--- config.mk ---
export PLATFORM = sky130hd
export DESIGN_NAME = low_power_idle_reg_bank
export DESIGN_NICKNAME = d
export VERILOG_FILES = /design/src/low_power_idle_reg_bank.v
export VERILOG_INCLUDE_DIRS = /design/src /design/src/src
export SDC_FILE = /design/constraint.sdc
export NUM_CORES = 1
export LEC_CHECK = 0
export ABC_AREA = 1
export BUFFER_PORTS_ARGS = -buffer_cell sky130_fd_sc_hd__buf_4
export CAP_MARGIN = 30
export CORE_AREA = 4 4 41 43
export CTS_BUF_LIST = sky130_fd_sc_hd__clkbuf_2 sky130_fd_sc_hd__clkbuf_4 sky130_fd_sc_hd__clkbuf_8
export DETAILED_ROUTE_END_ITERATION = 8
export DIE_AREA = 0 0 45 47
export MAX_ROUTING_LAYER = met4
export PLACE_DENSITY = 0.83
export SYNTH_ARGS = -nofsm -noshare
export SYNTH_HDL_FRONTEND = slang
export SYNTH_SLANG_ARGS = --single-unit
--- constraint.sdc ---
create_clock -name clk_in -period 1.34 [get_ports clk_in]
set_input_delay 0.134 -clock clk_in [delete_from_list [all_inputs] [get_ports clk_in]]
set_output_delay 0.134 -clock clk_in [all_outputs]
set_load 0.01 [all_outputs]
--- src/low_power_idle_regs.vh ---
`ifndef LOW_POWER_IDLE_REGS_VH
`define LOW_POWER_IDLE_REGS_VH

// register addresses on the management register port
`define LPI_CAPABILITY_ADDR 16'h8000
`define LPI_ADVERTISEMENT_ADDR 16'h8001

// field positions shared by both registers
`define LPI_BIT_BACKPLANE_KR 6
`define LPI_BIT_BACKPLANE_KX4 5
`define LPI_BIT_BACKPLANE_KX_GIG 4
`define LPI_BIT_TENGIG_COPPER 3
`define LPI_BIT_GIG_COPPER 2
`define LPI_BIT_FAST_COPPER 1

// fixed capability value and the two advertisement reset values
`define LPI_CAPABILITY_VALUE 16'h0006
`define LPI_ADV_RESET_ENABLED 16'h0006
`define LPI_ADV_RESET_DISABLED 16'h0000

`endif

--- src/low_power_idle_reg_bank.v ---
`include "low_power_idle_regs.vh"

module low_power_idle_reg_bank (
  // clock and reset
  input wire clk_in,
  input wire rst_n_in,
  // hardware configuration strap pin
  input wire lpi_strap_enable_in,
  // decoded management register access
  input wire [15:0] reg_addr_in,
  input wire [15:0] reg_wdata_in,
  input wire reg_write_in,
  input wire reg_read_in,
  output reg [15:0] reg_rdata_out,
  output reg reg_rvalid_out,
  // offers towards autonegotiation
  output wire adv_gig_copper_out,
  output wire adv_fast_copper_out
);

  // header values as sized constants, so that single bits can be
  // picked out of them without shifting a 16-bit value into one bit
  localparam [15:0] cap_value = `LPI_CAPABILITY_VALUE;
  localparam [15:0] adv_reset_on = `LPI_ADV_RESET_ENABLED;
  localparam [15:0] adv_reset_off = `LPI_ADV_RESET_DISABLED;
  localparam [15:0] cap_addr = `LPI_CAPABILITY_ADDR;
  localparam [15:0] adv_addr = `LPI_ADVERTISEMENT_ADDR;

  // strap synchroniser flops
  reg strap_meta;
  reg strap_sync;

  // stored advertisement bits, the only state of the bank that a write can change
  reg adv_gig_copper;
  reg adv_fast_copper;

  // next values of the stored bits
  reg next_adv_gig_copper;
  reg next_adv_fast_copper;

  // next values of the read answer
  reg [15:0] next_rdata;
  reg next_rvalid;

  // address decode results
  wire cap_selected;
  wire adv_selected;
  wire adv_write;

  // capability fields, all fixed
  wire cap_backplane_kr;
  wire cap_backplane_kx4;
  wire cap_backplane_kx_gig;
  wire cap_tengig_copper;
  wire cap_gig_copper;
  wire cap_fast_copper;

  // read-only advertisement fields, all fixed at zero
  wire adv_backplane_kr;
  wire adv_backplane_kx4;
  wire adv_backplane_kx_gig;
  wire adv_tengig_copper;

  // assembled register words as seen by a read
  wire [15:0] capability_word;
  wire [15:0] advertisement_word;

  // reset values of the two writable bits, picked by the strap
  wire gig_reset_value;
  wire fast_reset_value;

  // strap comes from a pin: two flops, left free-running so the
  // synchronised level is valid while reset is still held; only the
  // second flop is read, the first may be metastable
  always @(posedge clk_in) begin
    strap_meta <= lpi_strap_enable_in;
    strap_sync <= strap_meta;
  end

  // address decode; a full 16-bit compare, so aliases never hit
  assign cap_selected = (reg_addr_in == cap_addr);
  assign adv_selected = (reg_addr_in == adv_addr);

  // a write to the capability address decodes to nothing at all,
  // which is how its read-only bits stay untouched
  assign adv_write = reg_write_in & adv_selected;

  // capability fields straight from the fixed value
  assign cap_backplane_kr = cap_value[`LPI_BIT_BACKPLANE_KR];
  assign cap_backplane_kx4 = cap_value[`LPI_BIT_BACKPLANE_KX4];
  assign cap_backplane_kx_gig = cap_value[`LPI_BIT_BACKPLANE_KX_GIG];
  assign cap_tengig_copper = cap_value[`LPI_BIT_TENGIG_COPPER];
  assign cap_gig_copper = cap_value[`LPI_BIT_GIG_COPPER];
  assign cap_fast_copper = cap_value[`LPI_BIT_FAST_COPPER];

  // capability word; reserved bits are tied low here, not taken from
  // the constant, so a wrong header value cannot leak into them
  assign capability_word = {9'h000,
                            cap_backplane_kr,
                            cap_backplane_kx4,
                            cap_backplane_kx_gig,
                            cap_tengig_copper,
                            cap_gig_copper,
                            cap_fast_copper,
                            1'h0};

  // read-only advertisement fields; no flop behind them, so a write
  // has nothing to land in
  assign adv_backplane_kr = 1'h0;
  assign adv_backplane_kx4 = 1'h0;
  assign adv_backplane_kx_gig = 1'h0;
  assign adv_tengig_copper = 1'h0;

  // advertisement word; only the two copper bits carry state
  assign advertisement_word = {9'h000,
                               adv_backplane_kr,
                               adv_backplane_kx4,
                               adv_backplane_kx_gig,
                               adv_tengig_copper,
                               adv_gig_copper,
                               adv_fast_copper,
                               1'h0};

  // reset values follow the synchronised strap; the strap must be
  // steady for two edges before the last reset edge to be seen
  assign gig_reset_value = strap_sync ?
                           adv_reset_on[`LPI_BIT_GIG_COPPER] :
                           adv_reset_off[`LPI_BIT_GIG_COPPER];
  assign fast_reset_value = strap_sync ?
                            adv_reset_on[`LPI_BIT_FAST_COPPER] :
                            adv_reset_off[`LPI_BIT_FAST_COPPER];

  // next value of the writable bits; reset wins over a write in the
  // same cycle, other bits of the written word are dropped on purpose
  always @* begin
    next_adv_gig_copper = adv_gig_copper;
    next_adv_fast_copper = adv_fast_copper;
    if (!rst_n_in) begin
      next_adv_gig_copper = gig_reset_value;
      next_adv_fast_copper = fast_reset_value;
    end else if (adv_write) begin
      next_adv_gig_copper = reg_wdata_in[`LPI_BIT_GIG_COPPER];
      next_adv_fast_copper = reg_wdata_in[`LPI_BIT_FAST_COPPER];
    end
  end

  // advertisement flops
  always @(posedge clk_in) begin
    adv_gig_copper <= next_adv_gig_copper;
    adv_fast_copper <= next_adv_fast_copper;
  end

  // read answer; data holds between reads, unmapped addresses read
  // zero; a read in the same cycle as a write sees the old value
  always @* begin
    next_rvalid = 1'h0;
    next_rdata = reg_rdata_out;
    if (!rst_n_in) begin
      next_rdata = 16'h0000;
    end else if (reg_read_in) begin
      next_rvalid = 1'h1;
      if (cap_selected) begin
        next_rdata = capability_word;
      end else if (adv_selected) begin
        next_rdata = advertisement_word;
      end else begin
        next_rdata = 16'h0000;
      end
    end
  end

  // registered read answer, one cycle after the request; rvalid is
  // a single-cycle pulse, the data stands until the next read
  always @(posedge clk_in) begin
    reg_rdata_out <= next_rdata;
    reg_rvalid_out <= next_rvalid;
  end

  // offers go straight from the stored bits, so autonegotiation sees
  // a write on the cycle after it is taken
  assign adv_gig_copper_out = adv_gig_copper;
  assign adv_fast_copper_out = adv_fast_copper;

  // limitation: the strap is read only through reset; changing the
  // pin later has no effect until the next reset

endmodule // low_power_idle_reg_bank

==> metrics, run 1 <==
outcome finished, final reports clean; Worst-Skew Late Latency 0.25 ns; synth unique cells 11; Final setup viols 0; worst vdd ir 798 uV; clk sinks 7; first-pass GRT wire length 1.41 mm; #FFs+latches synth 7; P_leak 0.356 nW; post-layout net count 133; register area share after synthesis roughly 36%; CTS tree done; hold path start reg_read_in; Root Buffer clkbuf_4; Cells after Synth 64; Startpoint Class flop; PwrDens 857 nW/um^2; final core utilization 50.0%; post-DP HPWL just over 800 um; Worst Reg-to-Reg Cells 4; Site Rows 13; RR Endpoint reg_rdata_out[1]$_SDFFE_PN0P_; area grow syn2layout 46.1%; worst-path maximum fanout 2; Slowest-stage cell, CP edfxtp_1; Final ANT Viol Nets 0; CP Cell Sequence buf_4; syn_area_per_cell 6.96 sq um; Worst Skew 0.00463 ns; post-CTS sizing 0; die area 2120 sq um; RSZ-0062 raised after global routing no; die width 45 um; layout cells sized above 1 38.9%; WS Path Type reg -> out; WHS Path Cells 3; Max Clk Rate 1090 MHz; GRT Residual Overflow 0; IO Pins 56; maxcap violations 0; CP required 1.21 ns; CP arrival 0.79 ns; Yosys warnings 0; largest net degree at the start of global routing 8; CTS max path bufs 2; final WL 934 um; area leader, netlist buf_4; total iterations of the first detailed-routing run 3; Routed wire per std cell 8.49 um; IO buf count 27; Pins Over Slew Limit 0; antenna violations before repair 0; hold_ws 0.102 ns; TritonCTS Buffers 3; drt drc 0; flop-to-flop setup slack 0.61 ns; Hold-fix buffers, CTS 1; routed vias around 420; post-route setup TNS 0 ns; H-tree depth 1; antenna cells 0; fin crit period around 0.92 ns; Synth top area share 23.6%; initial DRC count 2; via/cell ratio around 3.8; synthesized cell area 445 sq um; number of global-route vias before repair 407; setup bufs post-CTS 0; Min-Delay Endpoint reg_rvalid_out$_SDFF_PN0_; CTS clk-pin slew, worst paths 0.05 ns; crit-path max cell delay 0.38 ns; Synth area leaders buf_4, dfxtp_1, edfxtp_1; reg2reg start adv_fast_copper_out$_DFFE_PP_; die span in y 47 um; core box area 1300 sq um; initial core utilization 34.2%; final-report hold violation count 0; power consumption 557 uW; Final period util 68.7%; critical path's top delay family flip-flops; CP bufs+invs 1; Worst Hold Class in -> reg; routability cong. 0.684; Critical Path End Type output pin; Tot GR Track Use 9.84%
## cells in the final DEF, fill, tap and decap left out
master         instances
nand2_1               14
inv_1                  6
dfxtp_1                5
edfxtp_1               2
o21ai_0                2
nand2_2                1
nor2_2                 5
buf_4                 27
nand3_1                1
nor2_1                13
dlygate4sd3_1          1
conb_1                14
clkbuf_4               4
## worst max path at each step
stage	slack (ns)	startpoint	endpoint	depth (start not counted)
3_5_place_dp	0.29	reg_addr_in[13]	adv_fast_copper_out$_DFFE_PP_	6
2_1_floorplan	0.49	reg_addr_in[9]	adv_fast_copper_out$_DFFE_PP_	5
4_1_cts	0.41	adv_fast_copper_out$_DFFE_PP_	adv_fast_copper_out	1
5_1_grt	0.38	adv_gig_copper_out$_DFFE_PP_	adv_gig_copper_out	1
6_report	0.42	adv_fast_copper_out$_DFFE_PP_	adv_fast_copper_out	1
3_3_place_gp	0.33	reg_addr_in[9]	adv_gig_copper_out$_DFFE_PP_	6
## tightest hold or removal path, delay by kind of cell
| kind | cells | cell delay, ns |
|---|---|---|
| buf+inv | 2 | 0.14 |
| simple gates | 1 | 0.05 |
## registers in the layout, summed over array words and instances, names as in the netlist
signal,cells
strap_meta,1
adv_gig_copper_out,1
reg_rvalid_out,1
adv_fast_copper_out,1
strap_sync,1
reg_rdata_out,2
## synth_stat cells
master    number
buf_4         14
conb_1         1
dfxtp_1        5
edfxtp_1       2
inv_1          6
nand2_1       14
nand2_2        1
nand3_1        1
nor2_1        13
nor2_2         5
o21ai_0        2
## power breakdown
part | switching [mW] | internal, mW
registers | 0.00422 | 0.231
logic | 0.0549 | 0.0633
clock network | 0.0705 | 0.133
total | 0.130 | 0.428
## layer usage
metal	vias up	share of wire, %	GRT usage (%)
met5	-	0	-
met4	0	0	1.75
met3	0	16	6.13
met1	172	30	8.99
li1	223	-	-
met2	27	54	17.5
## stage by stage
stage	instance area (sq um)	instances	setup slack (ns)
2_1_floorplan	494	77	0.492
3_3_place_gp	611	105	0.330
3_5_place_dp	611	105	0.294
4_1_cts	651	110	0.411
5_1_grt	651	110	0.379
6_report	651	110	0.419
## cell families (layout without fill, tap and decap cells)
group,after synthesis,after routing,synth area share (%)
AOI/OAI and AO/OA,2,2,2.25
other,1,14,0.842
DFF,7,7,36.0
and+or+nand+nor,34,34,32.3
buffers and inverters,20,38,28.7
## cell type report
cell class / instances / area, sq um
Fill cell: 140 / 651
Timing Repair Buffer: 28 / 213
Multi-Input combinational cell: 50 / 206
Sequential cell: 7 / 160
Clock buffer: 4 / 30.0
Inverter: 6 / 22.5
Tap cell: 15 / 18.8
Note: power is estimated with default switching activity, not from simulation.
==> inputs of run 2 (changes only) <==
--- a/config.mk
+++ b/config.mk
@@ -6,15 +6,15 @@
 export SDC_FILE = /design/constraint.sdc
 export NUM_CORES = 1
 export LEC_CHECK = 0
-export ABC_AREA = 1
+export ABC_AREA = 0
 export BUFFER_PORTS_ARGS = -buffer_cell sky130_fd_sc_hd__buf_4
 export CAP_MARGIN = 30
-export CORE_AREA = 4 4 41 43
+export CORE_MARGIN = 4
+export CORE_UTILIZATION = 30
 export CTS_BUF_LIST = sky130_fd_sc_hd__clkbuf_2 sky130_fd_sc_hd__clkbuf_4 sky130_fd_sc_hd__clkbuf_8
 export DETAILED_ROUTE_END_ITERATION = 8
-export DIE_AREA = 0 0 45 47
 export MAX_ROUTING_LAYER = met4
-export PLACE_DENSITY = 0.83
+export PLACE_DENSITY = 0.8
 export SYNTH_ARGS = -nofsm -noshare
 export SYNTH_HDL_FRONTEND = slang
 export SYNTH_SLANG_ARGS = --single-unit
==> constraint.sdc (replaced) <==
create_clock -name clk_in -period 0.85 [get_ports clk_in]
set_input_delay 0.085 -clock clk_in [delete_from_list [all_inputs] [get_ports clk_in]]
set_output_delay 0.085 -clock clk_in [all_outputs]
set_load 0.01 [all_outputs]
==> run 2 against run 1 <==
The run now ends with setup timing left. Core utilization increased by 9.8 points. Register-to-register slack got worse by 0.64 ns. Clock skew decreased by 0.00054 ns. Largest cell class unchanged.
==> metrics, run 2 <==
flop-to-flop setup slack -0.03 ns (-0.64 ns); area leader, netlist buf_4; syn_area_per_cell 9.73 sq um (+40%); via/cell ratio 3.97 (+3.4%); hold_ws 0.0920 ns (-0.0104 ns); CP required 0.76 ns (-0.45 ns); Synth top area share 26.3% (+2.7 points); max reg flops 2 (unchanged); final WL 1.02 mm (+9.1%); hold path start rst_n_in; synthesized cell area 399 sq um (-10%); non-filler cells, final 88 (-20%); initial core utilization 34.1% (-0.15 points); Final period util 116%; Slowest-stage cell, CP edfxtp_1; Worst-Skew Late Latency 0.25 ns (about the same); Min-Delay Endpoint reg_rdata_out[1]$_SDFFE_PN0P_; die span in y 44.5 um (-5.4%); first-pass GRT wire length 1.39 mm (-1.5%); worst-path maximum fanout 2 (unchanged); Worst Skew 0.00409 ns (-0.000536 ns); CP bufs+invs 2 (+1); commonest non-fill, non-tap cell in the layout buf_4; asr flop ratio synth 0% (unchanged); drt drc 0 (unchanged); Site Rows 12 (-1); Int Power 696 uW (+63%); area grow syn2layout 75.5%; CP arrival 0.90 ns (+0.11 ns); worst vdd ir 938 uV (+17%); number of global-route vias before repair 349 (-14%); IO Pins 56 (unchanged); maxcap violations 0 (unchanged); final setup margin -0.138 ns (-0.558 ns); die width 44.5 um (-1.2%); Worst Reg-to-Reg Cells 2 (-2); GRT Residual Overflow 0 (unchanged); placed insts 83 (-21%); largest net degree at the start of global routing 7 (-1); RSZ-0062 raised after global routing yes; Sequential Power Share 40.4% (-1.8 points); post-layout net count 112 (-16%); Pins Over Slew Limit 0 (unchanged); Worst Hold Class in -> reg; P_leak 0.350 nW (-1.8%); Crit path top cell by count buf_6; Max Clk Rate 1010 MHz; synth unique cells 16 (+5); Comb power frac 23.2% (+2.0 points); die area 1980 sq um (-6.5%); Startpoint Class flop; #FFs+latches synth 7 (unchanged); area of the multi-input gates 220 sq um (+6.7%); IO buf count 27 (unchanged); routability cong. 0.712 (+4.2%); clk sinks 7 (unchanged); Clock Power Share 36.4% (-0.2 points); critical path's top delay family flip-flops; Post-synth EDFFs 2 (unchanged); Tot GR Track Use 10.3% (+0.49 points); Cells after Synth 41 (-36%); CP Cell Sequence buf_6 -> buf_6; layout cells sized above 1 52.7% (+14 points); Final ANT Viol Nets 0 (unchanged); Largest Register reg_rdata_out; register area share after synthesis 40.1% (+4.2 points); fillers 97 (-31%); Synth top cells by count buf_4, dfxtp_1, nand2_1; Final setup viols 6 (+6); outcome finished, violations left; Critical Path End Type output pin; Root Buffer clkbuf_4; CTS clk-pin slew, worst paths 0.05 ns (about the same); setup bufs post-CTS 0 (unchanged); reg2reg start adv_gig_copper_out$_DFFE_PP_; violations in the final reports setup timing; TritonCTS Buffers 3 (unchanged); total iterations of the first detailed-routing run 2 (-1); Yosys warnings 0 (unchanged); Most used DFF post-synth dfxtp_1; Routed wire per std cell 11.6 um (+36%); commonest non-fill, non-tap cells in the layout buf_4, conb_1, buf_6; register area 160 sq um (unchanged); routed vias 349 (-17%); core box area 1170 sq um (-10%); most numerous cell in the Yosys netlist buf_4; WHS Path Cells 2 (-1); sw frac 23.3% (+0.039 points); initial DRC count 1 (-1); crit-path max cell delay 0.41 ns (+0.03 ns); H-tree depth 1 (unchanged); Synth area leaders buf_4, dfxtp_1, edfxtp_1; CTS max path bufs 2 (unchanged); antenna violations before repair 0 (unchanged); fin crit period 0.988 ns; RR Endpoint reg_rdata_out[2]$_SDFFE_PN0P_; Sw Pwr 211 uW (+63%); power consumption 907 uW (+63%); antenna cells 0 (unchanged); WS Path Type reg -> out; PwrDens 1290 nW/um^2 (+51%); CTS tree done; final-report hold violation count 0 (unchanged)
## run 2: worst max path at each step
| stage | from | end | cells after the start |
|---|---|---|---|
| after floorplan | reg_addr_in[4] | adv_fast_copper_out$_DFFE_PP_ | 3 |
| after global placement | reg_addr_in[9] | adv_fast_copper_out$_DFFE_PP_ | 4 |
| after detailed placement | reg_addr_in[9] | adv_gig_copper_out$_DFFE_PP_ | 4 |
| after CTS | adv_gig_copper_out$_DFFE_PP_ | adv_gig_copper_out | 2 |
| after global routing | adv_gig_copper_out$_DFFE_PP_ | adv_gig_copper_out | 2 |
| final | adv_gig_copper_out$_DFFE_PP_ | adv_gig_copper_out | 2 |
## run 2: layout make-up
cell class	count	share of cell area, %
flip-flops and latches	7	22.9
well taps	14	2.50
inverters	1	0.536
multi-input cells	32	31.4
repair buffers	30	38.4
clock buffers	4	4.29
## run 2: power groups by stage
stage               logic [mW]  clock network, mW  registers [mW]
floorplan               0.0965                  0           0.375
global placement         0.160                  0           0.370
detailed placement       0.162                  0           0.371
CTS                      0.185              0.340           0.364
global route             0.230              0.363           0.367
finish                   0.211              0.330           0.366
## run 2: kinds of logic (layout without fill, tap and decap cells)
group / after synthesis / after routing / synth area share, %
buffers and inverters: 15 / 35 / 27.3
other: 1 / 14 / 0.940
and+or+nand+nor: 15 / 15 / 24.5
DFF: 7 / 7 / 40.1
AOI/OAI and AO/OA: 3 / 3 / 7.21
## run 2: per-stage QoR
stage	TNS [ns]	utilization, %	worst slack (ns)	cell area, sq um
4_1_cts	-0.434	56.0	-0.128	656
5_1_grt	-0.682	59.8	-0.174	701
3_5_place_dp	-0.887	49.4	-0.352	578
2_1_floorplan	-0.438	-	-0.154	448
3_3_place_gp	-0.810	49.4	-0.327	578
6_report	-0.426	59.8	-0.138	701
## run 2: routing by layer
metal | GRT usage (%) | share of wire [%]
met5 | - | 0
met4 | 0 | 0
met3 | 7.32 | 9.3
met2 | 18.9 | 58
met1 | 9.00 | 32
## run 2: repair_timing
action	CTS	global route
resized for setup	9	8
setup endpoints to repair	6	6
hold endpoints to repair	1	0
cloned	0	0
hold buffers	1	0
pin swaps	6	5
## run 2: worst reg2reg max path: stages (launching register included)
cell      delay, ns
edfxtp_1       0.41
nand2b_4       0.16
a32o_1         0.21
==> inputs of run 3 (changes only) <==
--- a/config.mk
+++ b/config.mk
@@ -10,11 +10,10 @@
 export BUFFER_PORTS_ARGS = -buffer_cell sky130_fd_sc_hd__buf_4
 export CAP_MARGIN = 30
 export CORE_MARGIN = 4
-export CORE_UTILIZATION = 30
-export CTS_BUF_LIST = sky130_fd_sc_hd__clkbuf_2 sky130_fd_sc_hd__clkbuf_4 sky130_fd_sc_hd__clkbuf_8
+export CORE_UTILIZATION = 29
 export DETAILED_ROUTE_END_ITERATION = 8
 export MAX_ROUTING_LAYER = met4
-export PLACE_DENSITY = 0.8
+export PLACE_DENSITY = 0.77
 export SYNTH_ARGS = -nofsm -noshare
 export SYNTH_HDL_FRONTEND = slang
 export SYNTH_SLANG_ARGS = --single-unit
==> run 3 against run 2 <==
Total power is 4.7% lower. Flip-flop and latch count did not move. First-iteration DRC count grew 100%. Setup slack gained 0.019 ns. Worst hold slack better by 0.0023 ns. Final cell count up 3.4%. Critical endpoint is now reg_rdata_out[2]$_SDFFE_PN0P_. The run still ends with setup timing left. Sequential share of layout area barely moved. Final area grew 0.18%. Via count up 6.0%. Core utilization decreased by 5.9 points.
==> metrics, run 3 (synthesis gave the netlist of run 2 again) <==
RSZ-0062 raised after global routing yes; IO Pins 56 (unchanged); met1 Use GR 9.61% (+0.60 points); Final ANT Viol Nets 0 (unchanged); maxcap violations 0 (unchanged); commonest non-fill, non-tap cells in the layout buf_4, conb_1, buf_6; antenna violations before repair 0 (unchanged); Worst Skew 0.00122 ns (-0.00287 ns); routability cong. 0.679 (-4.8%); via/cell ratio 4.07 (+2.5%); critical path's top delay family flip-flops; CP Cell Sequence buf_4 -> nand2b_4 -> a32o_1; initial DRC count 2 (+1); total iterations of the first detailed-routing run 3 (+1); Slowest-stage cell, CP edfxtp_1; Final period util 114% (-2.2 points); post-layout net count 114 (+1.8%); CTS max path bufs 2 (unchanged); Tot GR Track Use 10.2% (-0.087 points); first-pass GRT wire length 1.41 mm (+1.0%); routed vias 370 (+6.0%); final core utilization 53.9% (-5.9 points); met3 Usage GRT 7.17% (-0.15 points); worst-path maximum fanout 2 (unchanged); worst vdd ir 723 uV (-23%); CP arrival 1.11 ns (+0.21 ns); Routed wire per std cell 9.88 um (-15%); Largest Register reg_rdata_out; final-report hold violation count 0 (unchanged); H-tree depth 1 (unchanged); Critical Path End Type flop; Max Clk Rate 1030 MHz (+2.0%); TritonCTS Buffers 3 (unchanged); die area 2030 sq um (+2.8%); CTS tree done; WS Path Type reg -> reg; CTS clk-pin slew, worst paths 0.05 ns (about the same); fin crit period 0.969 ns (-0.0191 ns); Final setup viols 6 (unchanged); clk sinks 7 (unchanged); die span in y 45.1 um (+1.4%); layout cells sized above 1 51.3% (-1.4 points); P_leak 0.351 nW (+0.24%); crit-path max cell delay 0.40 ns (about the same); placed insts 85 (+2.4%); pre-CTS WS -0.323 ns (+0.0292 ns); area grow syn2layout 75.9%; die width 45.1 um (+1.4%); CP required 0.99 ns (+0.23 ns); number of global-route vias before repair 370 (+6.0%); final WL 899 um (-12%); GRT Residual Overflow 0 (unchanged); antenna cells 0 (unchanged); GRT Max-Usage Layer met2; non-filler cells, final 91 (+3.4%); initial core utilization 30.7% (-3.4 points); hold_ws 0.0943 ns (+0.00232 ns); outcome finished, violations left; violations in the final reports setup timing; commonest non-fill, non-tap cell in the layout buf_4; max reg flops 2 (unchanged); largest net degree at the start of global routing 7 (unchanged); PwrDens 1230 nW/um^2 (-4.8%); Pins Over Slew Limit 0 (unchanged); IO buf count 27 (unchanged); Root Buffer clkbuf_4; met2 Track Usage GR 17.2% (-1.7 points); CP bufs+invs 1 (-1); Startpoint Class flop; core box area 1300 sq um (+11%); Worst Hold Class in -> reg; Site Rows 13 (+1); final setup margin -0.119 ns (+0.0191 ns); drt drc 0 (unchanged); Worst-Skew Late Latency 0.24 ns (about the same)
-- run 3: final cells by class --
| type | instances | area [sq um] |
|---|---|---|
| Fill cell | 137 | 599 |
| Timing Repair Buffer | 32 | 284 |
| Multi-Input combinational cell | 32 | 209 |
| Sequential cell | 7 | 160 |
| Clock buffer | 4 | 26.3 |
| Tap cell | 15 | 18.8 |
| Inverter | 1 | 3.75 |
-- run 3: path summary, 6_finish.rpt --
| check | start | end | slack, ns | depth (start not counted) |
|---|---|---|---|---|
| worst min register to register | strap_meta$_DFF_P_ | strap_sync$_DFF_P_ | 0.32 | 0 |
| worst max-delay path | adv_gig_copper_out$_DFFE_PP_ | reg_rdata_out[2]$_SDFFE_PN0P_ | -0.12 | 3 |
| worst min-delay path | rst_n_in | reg_rdata_out[2]$_SDFFE_PN0P_ | 0.09 | 2 |
| worst max register to register | adv_gig_copper_out$_DFFE_PP_ | reg_rdata_out[2]$_SDFFE_PN0P_ | -0.12 | 3 |
-- run 3: stage by stage --
stage	power, mW	area [sq um]	TNS, ns
global placement	0.532	587	-0.875
floorplan	0.471	448	-0.438
finish	0.865	702	-0.397
CTS	0.877	691	-0.413
global route	0.926	702	-0.659
detailed placement	0.534	587	-0.961
-- run 3: repair_timing --
| action | in CTS | in global routing |
|---|---|---|
| pin swaps | 7 | 3 |
| endpoints found under the setup margin | 6 | 6 |
| gates resized for setup | 12 | 3 |
| buffers inserted | 1 | 0 |
| hold buffers | 1 | 0 |
| endpoints found under the hold margin | 1 | 0 |
| gates cloned | 0 | 0 |
-- run 3: report_power, final --
part,switching [mW],internal (mW),leakage [nW]
Sequential,0.00565,0.360,0.0612
Combinational,0.0808,0.127,0.275
Clock,0.113,0.179,0.0150
Total,0.200,0.665,0.351
-- run 3: routing by layer --
metal / part of all wire, % / routed length, um
met3: 11 / 95
met4: 0 / 0
met5: 0 / 0
met2: 55 / 490
met1: 35 / 313
